**config.mk**
```make
export PLATFORM = sky130hd
export DESIGN_NAME = pss_selector
export DESIGN_NICKNAME = d
export VERILOG_FILES = /design/src/hw/pss_pkg.sv /design/src/hw/pss_pin_sync.sv /design/src/hw/pss_qual_timer.sv /design/src/hw/pss_selector.sv
export SDC_FILE = /design/constraint.sdc
export NUM_CORES = 1
export LEC_CHECK = 0
export BUFFER_PORTS_ARGS = -buffer_cell sky130_fd_sc_hd__buf_4
export CAP_MARGIN = 20
export CELL_PAD_IN_SITES_DETAIL_PLACEMENT = 1
export CELL_PAD_IN_SITES_GLOBAL_PLACEMENT = 1
export CORE_MARGIN = 2
export CORE_UTILIZATION = 45
export CTS_CLUSTER_SIZE = 10
export DETAILED_ROUTE_END_ITERATION = 10
export PLACE_DENSITY_LB_ADDON = 0.15
export SLEW_MARGIN = 5
export SYNTH_ARGS = -nofsm -noshare
export SYNTH_HDL_FRONTEND = slang
export SYNTH_SLANG_ARGS = --single-unit
```
**constraint.sdc**
```tcl
create_clock -name mclk -period 9.2 [get_ports mclk]
set_clock_uncertainty 0.05 [all_clocks]
set_input_delay 1.38 -clock mclk [delete_from_list [all_inputs] [get_ports mclk]]
set_output_delay 1.38 -clock mclk [all_outputs]
set_load 0.02 [all_outputs]
```
**src/hw/pss_pkg.sv**
```systemverilog
// constants, register map and types shared by the supply selector files
package pss_pkg;
   localparam int CLK_PERIOD_NS   = 40;
   localparam int TICK_PERIOD_NS  = 1000;
   localparam int TICK_CYCLES     = (TICK_PERIOD_NS + CLK_PERIOD_NS - 1) / CLK_PERIOD_NS;
   localparam int FAULT_FILTER_US = 8;
   localparam int FILTER_TICKS    = (FAULT_FILTER_US * 1000 + TICK_PERIOD_NS - 1)
                                    / TICK_PERIOD_NS;
   localparam int QUAL_TIME_MS    = 256;
   localparam int QUAL_TICKS      = QUAL_TIME_MS * 1000000 / TICK_PERIOD_NS;
   localparam int SOFT_TIME_MS    = 32;
   localparam int SOFT_TICKS      = SOFT_TIME_MS * 1000000 / TICK_PERIOD_NS;
   localparam int NUM_CH          = 3;

   // register map, byte addresses
   localparam logic [31:0] CTRL_OFFSET   = 32'h0000_0000;
   localparam logic [31:0] STATUS_OFFSET = 32'h0000_0004;
   localparam logic [31:0] CTRL_RESET    = 32'h0000_0001;
   localparam int CTRL_EN_BIT     = 0;
   localparam int ST_VALID_LSB    = 0;
   localparam int ST_GATE_LSB     = 3;
   localparam int ST_SEL_LSB      = 6;
   localparam int ST_SOFT_BIT     = 8;
   localparam int ST_ARMED_BIT    = 9;
   localparam int ST_CAS_BIT      = 10;
   localparam int ST_GOFF_LSB     = 11;
   localparam int ST_REV_LSB      = 14;

   // packing of the synchronised pin vector
   localparam int SYN_OVA  = 0;
   localparam int SYN_OVB  = 3;
   localparam int SYN_UVB  = 6;
   localparam int SYN_UVA  = 9;
   localparam int SYN_GOFF = 12;
   localparam int SYN_REV  = 15;
   localparam int SYN_RAIL = 18;
   localparam int SYN_EN   = 19;
   localparam int SYN_SHUTDOWN_N = 20;
   localparam int SYN_W    = 21;

   typedef enum logic [1:0] {SW_OFF, SW_MAKE, SW_ON, SW_BREAK} pss_sw_state_t;
   typedef enum logic [1:0] {RS_NONE, RS_CTRL, RS_STATUS} pss_reg_sel_t;
endpackage

```
**src/hw/pss_pin_sync.sv**
```systemverilog
// three-stage pin synchroniser; a bit changes once stages two and three agree
`timescale 1ns/10ps
module pss_pin_sync #(
   parameter int W = 1
) (
   input  wire logic         mclk,
   input  wire logic         rst,
   input  wire logic [W-1:0] pinIn,
   output logic      [W-1:0] pinOut
);
   typedef struct packed {
      logic [W-1:0] s1;
      logic [W-1:0] s2;
      logic [W-1:0] s3;
      logic [W-1:0] out;
   } pss_sync_state_t;

   pss_sync_state_t st_reg;
   pss_sync_state_t st_next;

   always_comb begin
      st_next     = st_reg;
      st_next.s1  = pinIn;
      st_next.s2  = st_reg.s1;
      st_next.s3  = st_reg.s2;
      st_next.out = (st_reg.s2 & ~(st_reg.s2 ^ st_reg.s3))
                  | (st_reg.out & (st_reg.s2 ^ st_reg.s3));
   end

   always_ff @(posedge mclk or posedge rst) begin
      if (rst) begin
         st_reg <= '0;
      end else begin
         st_reg <= st_next;
      end
   end

   assign pinOut = st_reg.out;
endmodule

```
**src/hw/pss_qual_timer.sv**
```systemverilog
// per-channel window fault latches, fault filter and qualification timer
`timescale 1ns/10ps
module pss_qual_timer #(
   parameter int QUAL_TICKS   = pss_pkg::QUAL_TICKS,
   parameter int FILTER_TICKS = pss_pkg::FILTER_TICKS
) (
   input  wire logic mclk,
   input  wire logic rst,
   input  wire logic tick,
   input  wire logic evalEn,
   input  wire logic ovAboveThr,
   input  wire logic ovBelowHys,
   input  wire logic uvBelowThr,
   input  wire logic uvAboveHys,
   output logic      qualified,
   output logic      channelGoodN
);
   localparam int QW = $clog2(QUAL_TICKS + 1);
   localparam int FW = $clog2(FILTER_TICKS + 1);

   typedef struct packed {
      logic          ovFault;
      logic          uvFault;
      logic [FW-1:0] filtCnt;
      logic [QW-1:0] qualCnt;
      logic          qualified;
      logic          goodN;
   } pss_qual_state_t;

   pss_qual_state_t st_reg;
   pss_qual_state_t st_next;
   logic            outside;

   always_comb begin
      st_next = st_reg;
      outside = 1'b0;
      if (!evalEn) begin
         // shutdown: evaluation off, timer and flag cleared
         st_next       = '0;
         st_next.goodN = 1'b1;
      end else begin
         // faults leave only past the hysteresis point
         if (ovAboveThr) begin
            st_next.ovFault = 1'b1;
         end else if (ovBelowHys) begin
            st_next.ovFault = 1'b0;
         end
         if (uvBelowThr) begin
            st_next.uvFault = 1'b1;
         end else if (uvAboveHys) begin
            st_next.uvFault = 1'b0;
         end
         outside = st_next.ovFault | st_next.uvFault;
         if (outside) begin
            st_next.qualCnt = '0;
            if (tick) begin
               if (st_reg.filtCnt == FW'(FILTER_TICKS)) begin
                  st_next.qualified = 1'b0;
               end else begin
                  st_next.filtCnt = st_reg.filtCnt + FW'(1);
               end
            end
         end else begin
            st_next.filtCnt = '0;
            if (tick && !st_reg.qualified) begin
               if (st_reg.qualCnt == QW'(QUAL_TICKS)) begin
                  st_next.qualified = 1'b1;
               end else begin
                  st_next.qualCnt = st_reg.qualCnt + QW'(1);
               end
            end
         end
         // flag drops out at once, selection waits for the filter
         st_next.goodN = ~(st_next.qualified & ~outside);
      end
   end

   always_ff @(posedge mclk or posedge rst) begin
      if (rst) begin
         st_reg       <= '0;
         st_reg.goodN <= 1'b1;
      end else begin
         st_reg <= st_next;
      end
   end

   assign qualified    = st_reg.qualified;
   assign channelGoodN = st_reg.goodN;
endmodule

```
**src/hw/pss_selector.sv**
```systemverilog
// prioritised three-input supply selector with AHB-Lite control and status
//
// Functional notes
// - channel one highest, three lowest, fixed
// - valid after 256 ms inside window; connect best
// - valid flag low while channel qualified and inside window
// - connected channel out 8 us: switch to next
// - higher channel valid: drop lower, then connect
// - connect only after latched gate-off of previous
// - turn on only after latched reverse-block indication
// - soft-start first connect; ends on disconnect or 32 ms
// - re-arm soft-start on shutdown release or low rail
// - enable low: all off, timers kept running
// - window evaluation and flags continue while disabled
// - shutdown: all off, evaluation stops, timers clear
// - faults clear only past hysteresis point
// - valid flag released as soon as window left
// - cascade low when valid and enabled, or disabled
// - cascade high when idle and off, or shutdown
//
// The address map and the AHB-Lite slave port are this design's own decisions.
`timescale 1ns/10ps
module pss_selector #(
   parameter int QUAL_TICKS = pss_pkg::QUAL_TICKS,
   parameter int SOFT_TICKS = pss_pkg::SOFT_TICKS
) (
   input  wire logic        mclk,
   input  wire logic        rst,
   input  wire logic        hsel,
   input  wire logic [31:0] haddr,
   input  wire logic [1:0]  htrans,
   input  wire logic        hwrite,
   input  wire logic [2:0]  hsize,
   input  wire logic [31:0] hwdata,
   input  wire logic        hready,
   output logic             hreadyout,
   output logic             hresp,
   output logic      [31:0] hrdata,
   input  wire logic [2:0]  ovAboveThr,
   input  wire logic [2:0]  ovBelowHys,
   input  wire logic [2:0]  uvBelowThr,
   input  wire logic [2:0]  uvAboveHys,
   input  wire logic [2:0]  gateOffDetect,
   input  wire logic [2:0]  reverseBlockDetect,
   input  wire logic        outputRailLow,
   input  wire logic        enableIn,
   input  wire logic        shutdownN,
   output logic      [2:0]  switchGateDrive,
   output logic             softRampActive,
   output logic      [2:0]  channelGoodN,
   output logic             cascadeOut
);
   localparam int SW = $clog2(SOFT_TICKS + 1);
   localparam int TW = $clog2(pss_pkg::TICK_CYCLES);
   localparam logic [TW-1:0] TICK_LAST = TW'(pss_pkg::TICK_CYCLES - 1);

   typedef struct packed {
      pss_pkg::pss_sw_state_t  st;
      logic [1:0]              sel;
      logic [2:0]              gateOn;
      logic [2:0]              gateOffLatch;
      logic [2:0]              revLatch;
      logic                    softArmed;
      logic                    softActive;
      logic [SW-1:0]           softCnt;
      logic                    shdnPrev;
      logic                    cascade;
      logic                    swEnable;
      logic                    busPend;
      logic                    busWrite;
      pss_pkg::pss_reg_sel_t   busSel;
      logic [31:0]             rdata;
      logic [TW-1:0]           tickCnt;
      logic                    tick;
   } pss_sel_state_t;

   pss_sel_state_t st_reg;
   pss_sel_state_t st_next;

   ////////////////////////////////////////////////////////////////////////////
   // pin synchronisation and per-channel qualification

   logic [pss_pkg::SYN_W-1:0] pinSync;
   logic [2:0]                selOk;
   logic [2:0]                goodN;
   logic                      shdnSync;
   logic                      enSync;
   logic                      railLowSync;
   logic [2:0]                gateOffSync;
   logic [2:0]                revSync;

   pss_pin_sync #(
      .W (pss_pkg::SYN_W)
   ) u_sync (
      .mclk   (mclk),
      .rst    (rst),
      .pinIn  ({shutdownN, enableIn, outputRailLow, reverseBlockDetect, gateOffDetect,
                uvAboveHys, uvBelowThr, ovBelowHys, ovAboveThr}),
      .pinOut (pinSync)
   );

   assign shdnSync    = pinSync[pss_pkg::SYN_SHUTDOWN_N];
   assign enSync      = pinSync[pss_pkg::SYN_EN];
   assign railLowSync = pinSync[pss_pkg::SYN_RAIL];
   assign gateOffSync = pinSync[pss_pkg::SYN_GOFF +: 3];
   assign revSync     = pinSync[pss_pkg::SYN_REV +: 3];

   // timers see shutdown only, never enable, so disabling keeps them going
   generate
      for (genvar i = 0; i < pss_pkg::NUM_CH; i++) begin : g_ch
         pss_qual_timer #(
            .QUAL_TICKS   (QUAL_TICKS),
            .FILTER_TICKS (pss_pkg::FILTER_TICKS)
         ) u_qual (
            .mclk         (mclk),
            .rst          (rst),
            .tick         (st_reg.tick),
            .evalEn       (shdnSync),
            .ovAboveThr   (pinSync[pss_pkg::SYN_OVA + i]),
            .ovBelowHys   (pinSync[pss_pkg::SYN_OVB + i]),
            .uvBelowThr   (pinSync[pss_pkg::SYN_UVB + i]),
            .uvAboveHys   (pinSync[pss_pkg::SYN_UVA + i]),
            .qualified    (selOk[i]),
            .channelGoodN (goodN[i])
         );
      end
   endgenerate

   ////////////////////////////////////////////////////////////////////////////
   // helpers

   function automatic pss_pkg::pss_reg_sel_t regSel(input logic [31:0] addr);
      pss_pkg::pss_reg_sel_t r;
      r = pss_pkg::RS_NONE;
      if (addr == pss_pkg::CTRL_OFFSET) begin
         r = pss_pkg::RS_CTRL;
      end else if (addr == pss_pkg::STATUS_OFFSET) begin
         r = pss_pkg::RS_STATUS;
      end
      return r;
   endfunction

   // fixed position order, never voltage
   function automatic logic [2:0] pickFirst(input logic [2:0] v);
      logic [2:0] r;
      r = 3'h0;
      if (v[0]) begin
         r = {1'b1, 2'h0};
      end else if (v[1]) begin
         r = {1'b1, 2'h1};
      end else if (v[2]) begin
         r = {1'b1, 2'h2};
      end
      return r;
   endfunction

   logic [31:0] statusWord;
   always_comb begin
      statusWord = 32'h0000_0000;
      statusWord[pss_pkg::ST_VALID_LSB +: 3] = ~goodN;
      statusWord[pss_pkg::ST_GATE_LSB +: 3]  = st_reg.gateOn;
      statusWord[pss_pkg::ST_SEL_LSB +: 2]   = st_reg.sel;
      statusWord[pss_pkg::ST_SOFT_BIT]       = st_reg.softActive;
      statusWord[pss_pkg::ST_ARMED_BIT]      = st_reg.softArmed;
      statusWord[pss_pkg::ST_CAS_BIT]        = st_reg.cascade;
      statusWord[pss_pkg::ST_GOFF_LSB +: 3]  = st_reg.gateOffLatch;
      statusWord[pss_pkg::ST_REV_LSB +: 3]   = st_reg.revLatch;
   end

   ////////////////////////////////////////////////////////////////////////////
   // next-state logic

   logic       run;
   logic [2:0] tgt;
   logic       tgtMatch;
   logic       accept;

   always_comb begin
      st_next  = st_reg;
      run      = shdnSync & enSync & st_reg.swEnable;
      tgt      = pickFirst(selOk);
      tgtMatch = tgt[2] && (tgt[1:0] == st_reg.sel);
      accept   = hsel & htrans[1] & hready & (hsize == 3'h2);

      // 1 us timebase
      st_next.tick    = (st_reg.tickCnt == TICK_LAST);
      st_next.tickCnt = st_next.tick ? '0 : st_reg.tickCnt + TW'(1);

      // soft-start window runs out
      if (st_reg.softActive && st_reg.tick) begin
         if (st_reg.softCnt == SW'(SOFT_TICKS - 1)) begin
            st_next.softActive = 1'b0;
         end else begin
            st_next.softCnt = st_reg.softCnt + SW'(1);
         end
      end

      unique case (st_reg.st)
         pss_pkg::SW_OFF: begin
            if (run && tgt[2]) begin
               st_next.sel = tgt[1:0];
               st_next.st  = pss_pkg::SW_MAKE;
            end
         end
         pss_pkg::SW_MAKE: begin
            if (!run || !tgtMatch) begin
               st_next.st = pss_pkg::SW_OFF;
            end else if (st_reg.revLatch[st_reg.sel]) begin
               st_next.gateOn[st_reg.sel] = 1'b1;
               st_next.st = pss_pkg::SW_ON;
               if (st_reg.softArmed) begin
                  st_next.softArmed  = 1'b0;
                  st_next.softActive = 1'b1;
                  st_next.softCnt    = '0;
               end
            end
         end
         pss_pkg::SW_ON: begin
            // lost, disabled or outranked: break first
            if (!run || !tgtMatch) begin
               st_next.gateOn     = 3'h0;
               st_next.softActive = 1'b0;
               st_next.st         = pss_pkg::SW_BREAK;
            end
         end
         pss_pkg::SW_BREAK: begin
            if (st_reg.gateOffLatch[st_reg.sel]) begin
               st_next.st = pss_pkg::SW_OFF;
            end
         end
      endcase

      // re-arm after consumption so a simultaneous request is kept;
      // rail-low counts only with all gates off, its synced level lags turn-on
      st_next.shdnPrev = shdnSync;
      if ((shdnSync && !st_reg.shdnPrev)
          || (railLowSync && st_reg.gateOn == 3'h0 && st_next.gateOn == 3'h0)) begin
         st_next.softArmed = 1'b1;
      end

      for (int i = 0; i < pss_pkg::NUM_CH; i++) begin
         // set only while held off, cleared by turn-on
         if (gateOffSync[i] && !st_reg.gateOn[i] && !st_next.gateOn[i]) begin
            st_next.gateOffLatch[i] = 1'b1;
         end else if (st_next.gateOn[i] && !st_reg.gateOn[i]) begin
            st_next.gateOffLatch[i] = 1'b0;
         end
         // held for the connecting channel, dropped once it is off
         if (revSync[i] && st_reg.st == pss_pkg::SW_MAKE && st_reg.sel == 2'(i)) begin
            st_next.revLatch[i] = 1'b1;
         end else if (!st_next.gateOn[i]
                      && !(st_next.st == pss_pkg::SW_MAKE && st_next.sel == 2'(i))) begin
            st_next.revLatch[i] = 1'b0;
         end
      end

      // cascade: otherwise holds its last level
      if (!shdnSync) begin
         st_next.cascade = 1'b1;
      end else if (!enSync || (|selOk)) begin
         st_next.cascade = 1'b0;
      end else if (st_reg.gateOn == 3'h0 && (&st_reg.gateOffLatch)) begin
         st_next.cascade = 1'b1;
      end

      // bus: zero wait states, read data latched in address phase
      if (st_reg.busPend && st_reg.busWrite && st_reg.busSel == pss_pkg::RS_CTRL) begin
         st_next.swEnable = hwdata[pss_pkg::CTRL_EN_BIT];
      end
      st_next.busPend = accept;
      if (accept) begin
         st_next.busWrite = hwrite;
         st_next.busSel   = regSel(haddr);
         if (!hwrite) begin
            unique case (regSel(haddr))
               pss_pkg::RS_CTRL:   st_next.rdata = {31'h0000_0000, st_reg.swEnable};
               pss_pkg::RS_STATUS: st_next.rdata = statusWord;
               default:            st_next.rdata = 32'h0000_0000;
            endcase
         end
      end
   end

   always_ff @(posedge mclk or posedge rst) begin
      if (rst) begin
         st_reg           <= '0;
         st_reg.st        <= pss_pkg::SW_OFF;
         st_reg.softArmed <= 1'b1;
         st_reg.cascade   <= 1'b1;
         st_reg.swEnable  <= pss_pkg::CTRL_RESET[pss_pkg::CTRL_EN_BIT];
         st_reg.busSel    <= pss_pkg::RS_NONE;
      end else begin
         st_reg <= st_next;
      end
   end

   assign hreadyout       = 1'b1;
   assign hresp           = 1'b0;
   assign hrdata          = st_reg.rdata;
   assign switchGateDrive = st_reg.gateOn;
   assign softRampActive  = st_reg.softActive;
   assign channelGoodN    = goodN;
   assign cascadeOut      = st_reg.cascade;
endmodule

```
==> impl_metrics.csv <==
group,metric,value,unit
grt,globalRouteMet2Util,0.301,
critical_path,arrival,3.37,ns
layout,multi_input_area,3500,um2
die,core-area,21000,um2
critical_path,startpoint,"hsize[0]",
critical_path,rr_endpoint,"g_ch[0].u_qual.qualified",
logic_synthesis,yosysTopAreaCellShare,0.565,
cts,htree_num_levels,1,
layout,fill_cells,2283,
timing,fmax,337,MHz
drt,first_iter_violations,270,
cts,numCtsBuffers,27,
logic_synthesis,synth.avg_cell_area,11.0,um2
timing,fin_setup_tns,0,ns
critical_path,endpoint,"hrdata[6]",
logic_synthesis,synthesis.area,9570,um2
drt,drt_wl_total,19600,um
cts,clk_pin_slew,0.05,ns
drt,firstDrtPassIters,4,
timing,setup_viol,0,
die,die-area,22400,um2
pwr,pwr-share-comb,0.041,
logic_synthesis,netlist_top_cells_count,"dfrtp_1 (216), nor2_1 (109), nand2_1 (66), buf_4 (42), inv_1 (41)",
worst_hold_path,hold_class,"register to register",
drt,drc_errors,0,
place,pre_cts_ws,5.70,ns
job,maxCapViolCount,0,
die,start_util,0.457,
timing,layout_setup_ws,6.23,ns
cts,root_buffer,"clkbuf_16",
layout,instances_no_fill,1242,
grt,antenna_found_initial,0,
layout,post-route-cell-area,11000,um2
cts,clkSinkCount,222,
grt,grt_pass1_wl,32900,um
logic_synthesis,synth_ff_type,"dfrtp_1",
die,die_y,150,um
place,place_hpwl,13200,um
timing,period_share,0.322,
critical_path,critPathMaxFanout,21,
layout,num_antenna_cells,0,
grt,grt-busiest-layer,"met2",
logic_synthesis,yosysMostFrequentCell,"dfrtp_1",
drt,drtAntennaViolNets,0,
cts,cts_tree,"done",
place,routabilityCongestion,0.736,
layout,largest_reg_flops,72,
layout,fin_nets,1062,
grt,grt_usage,0.179,
timing,maxSlewHeadroom,0.360,
timing,hold_ws,0.295,ns
cts,insertion_delay,0.52,ns
critical_path,crit_chain,"buf_4, nor4bb_1, nand3_1, or2_1, nor2_2, a22o_1",
drt,vias_per_cell,5.14,
die,fp-row-count,53,
critical_path,setup.worst_path.class,"input pin to register",
pwr,swShare,0.220,
drt,wl_per_cell,15.8,um
place,placed_cell_area,10300,um2
timing,drv_slew,0,
critical_path,reg2reg_slack,6.78,ns
logic_synthesis,ys_seq_area_frac,0.581,
critical_path,required,9.61,ns
die,fp.dieW,150,um
layout,syn2layout_area_growth,15.4,%
place,post-place-cells,1192,
timing,rsz0062_at_grt,"no",
layout,seqCellArea,5560,um2
cts,post_cts_resized,0,
pwr,power_density,185,nW/um2
pwr,seq_power_share,0.501,
grt,met3_usage,0.0311,
critical_path,crit_path_end_kind,"register",
pwr,power,2.04,mW
layout,drive_above_1_share,0.149,
pwr,p_leak,4.87,nW
timing,fin_crit,2.97,ns
grt,grt_pass1_vias,6684,
critical_path,crit_path_max_incr_delay,0.56,ns
logic_synthesis,synth.distinct_cells,68,
timing,tightest_slew,0.954,ns
logic_synthesis,yosysWarningCount,0,
pwr,clkPwrFrac,0.458,
place,port_buffers,87,
logic_synthesis,ys_seq_elements,222,
critical_path,rr_worst_depth,6,
logic_synthesis,syn-instance-count,872,
critical_path,r2r-start,"g_ch[0].u_qual.st_reg[5]",
critical_path,slowest_stage,"or2_1",
cts,clockBufferDepth,3,
critical_path,startpoint_type,"input pin",
logic_synthesis,synth_edf_count,0,
timing,hold_viol_final,0,
grt,overflow,0,
pwr,ir_drop,0.174,mV
logic_synthesis,synth_area_leaders,"dfrtp_1 (56%), nor2_1 (4.3%), xor2_1 (3.5%), buf_4 (3.3%), xnor2_1 (2.7%)",
drt,via_count,6378,
pwr,power_switching,0.448,mW
grt,use_met1,0.241,
pwr,intPower,1.59,mW
logic_synthesis,synth_area_leader_cell,"dfrtp_1",
status,outcome,"completed",
logic_synthesis,synthArstFlopShare,1.00,
cts,postCtsHoldBufs,0,
grt,grt_max_degree,97,
layout,final_util,0.527,
cts,post_cts_buffers,0,
die,ios,137,
-- placed cells by master (no fill, tap or decap), drive strengths merged, types with 8 or more instances in the layout --
| cell type | synthesis | layout |
|---|---|---|
| a22o | 15 | 15 |
| nor4 | 15 | 15 |
| o21ai | 26 | 26 |
| clkbuf | 10 | 46 |
| dfrtp | 216 | 216 |
| a21oi | 27 | 27 |
| conb | 2 | 17 |
| inv | 42 | 43 |
| or3 | 10 | 10 |
| nand3 | 29 | 29 |
| maj3 | 21 | 21 |
| ha | 20 | 20 |
| xnor2 | 29 | 29 |
| buf | 50 | 91 |
| nor3 | 17 | 17 |
| o211ai | 8 | 8 |
| nand2 | 66 | 66 |
| and3 | 17 | 17 |
| nand4 | 24 | 24 |
| nor2 | 110 | 110 |
| xor2 | 38 | 38 |
-- layout make-up --
| class | instances | share of cell area |
|---|---|---|
| Sequential cell | 222 | 0.504 |
| Multi-Input combinational cell | 562 | 0.317 |
| Clock buffer | 46 | 0.0685 |
| Timing Repair Buffer | 91 | 0.0622 |
| Tap cell | 275 | 0.0312 |
| Inverter | 43 | 0.0153 |
| Clock inverter | 3 | 0.00193 |
-- cell families (layout without fill, tap and decap cells) --
family	after synthesis	count (layout)	synth area share
mux	7	7	0.00745
buf+inv	103	183	0.0584
flops	222	222	0.581
xor+xnor	67	67	0.0613
other cells	2	17	0.000785
compound gates	107	107	0.0756
fa+ha+maj	41	41	0.0481
simple gates	323	323	0.167
-- per-layer routing --
layer,vias up,share of wire
met4,0,0.015
met1,3161,0.46
met3,26,0.048
met5,-,0
met2,113,0.48
li1,3078,-
-- power by group through the flow --
stage,Combinational (mW),Sequential (mW),Clock [mW]
floorplan,0.0549,1.03,0
global placement,0.0835,1.04,0
detailed placement,0.0849,1.04,0
CTS,0.0853,1.02,0.963
global route,0.0946,1.03,1.01
finish,0.0826,1.02,0.934
-- how the worst min path moves through the flow --
stage / from / to / cells after the start
global placement: u_sync.st_next[62] / u_sync.st_next[41] / 0
finish: u_sync.st_next[46] / u_sync.st_next[25] / 0
CTS: u_sync.st_next[46] / u_sync.st_next[25] / 0
detailed placement: u_sync.st_next[61] / u_sync.st_next[40] / 0
floorplan: u_sync.st_next[42] / u_sync.st_next[21] / 0
global route: u_sync.st_next[60] / u_sync.st_next[39] / 0
-- worst max-delay path: cells and delay by family --
| kind | cells | cell delay [ns] |
|---|---|---|
| buf+inv | 1 | 0.11 |
| compound gates | 1 | 0.22 |
| simple gates | 4 | 1.66 |
Note: power is estimated with default switching activity, not from simulation.
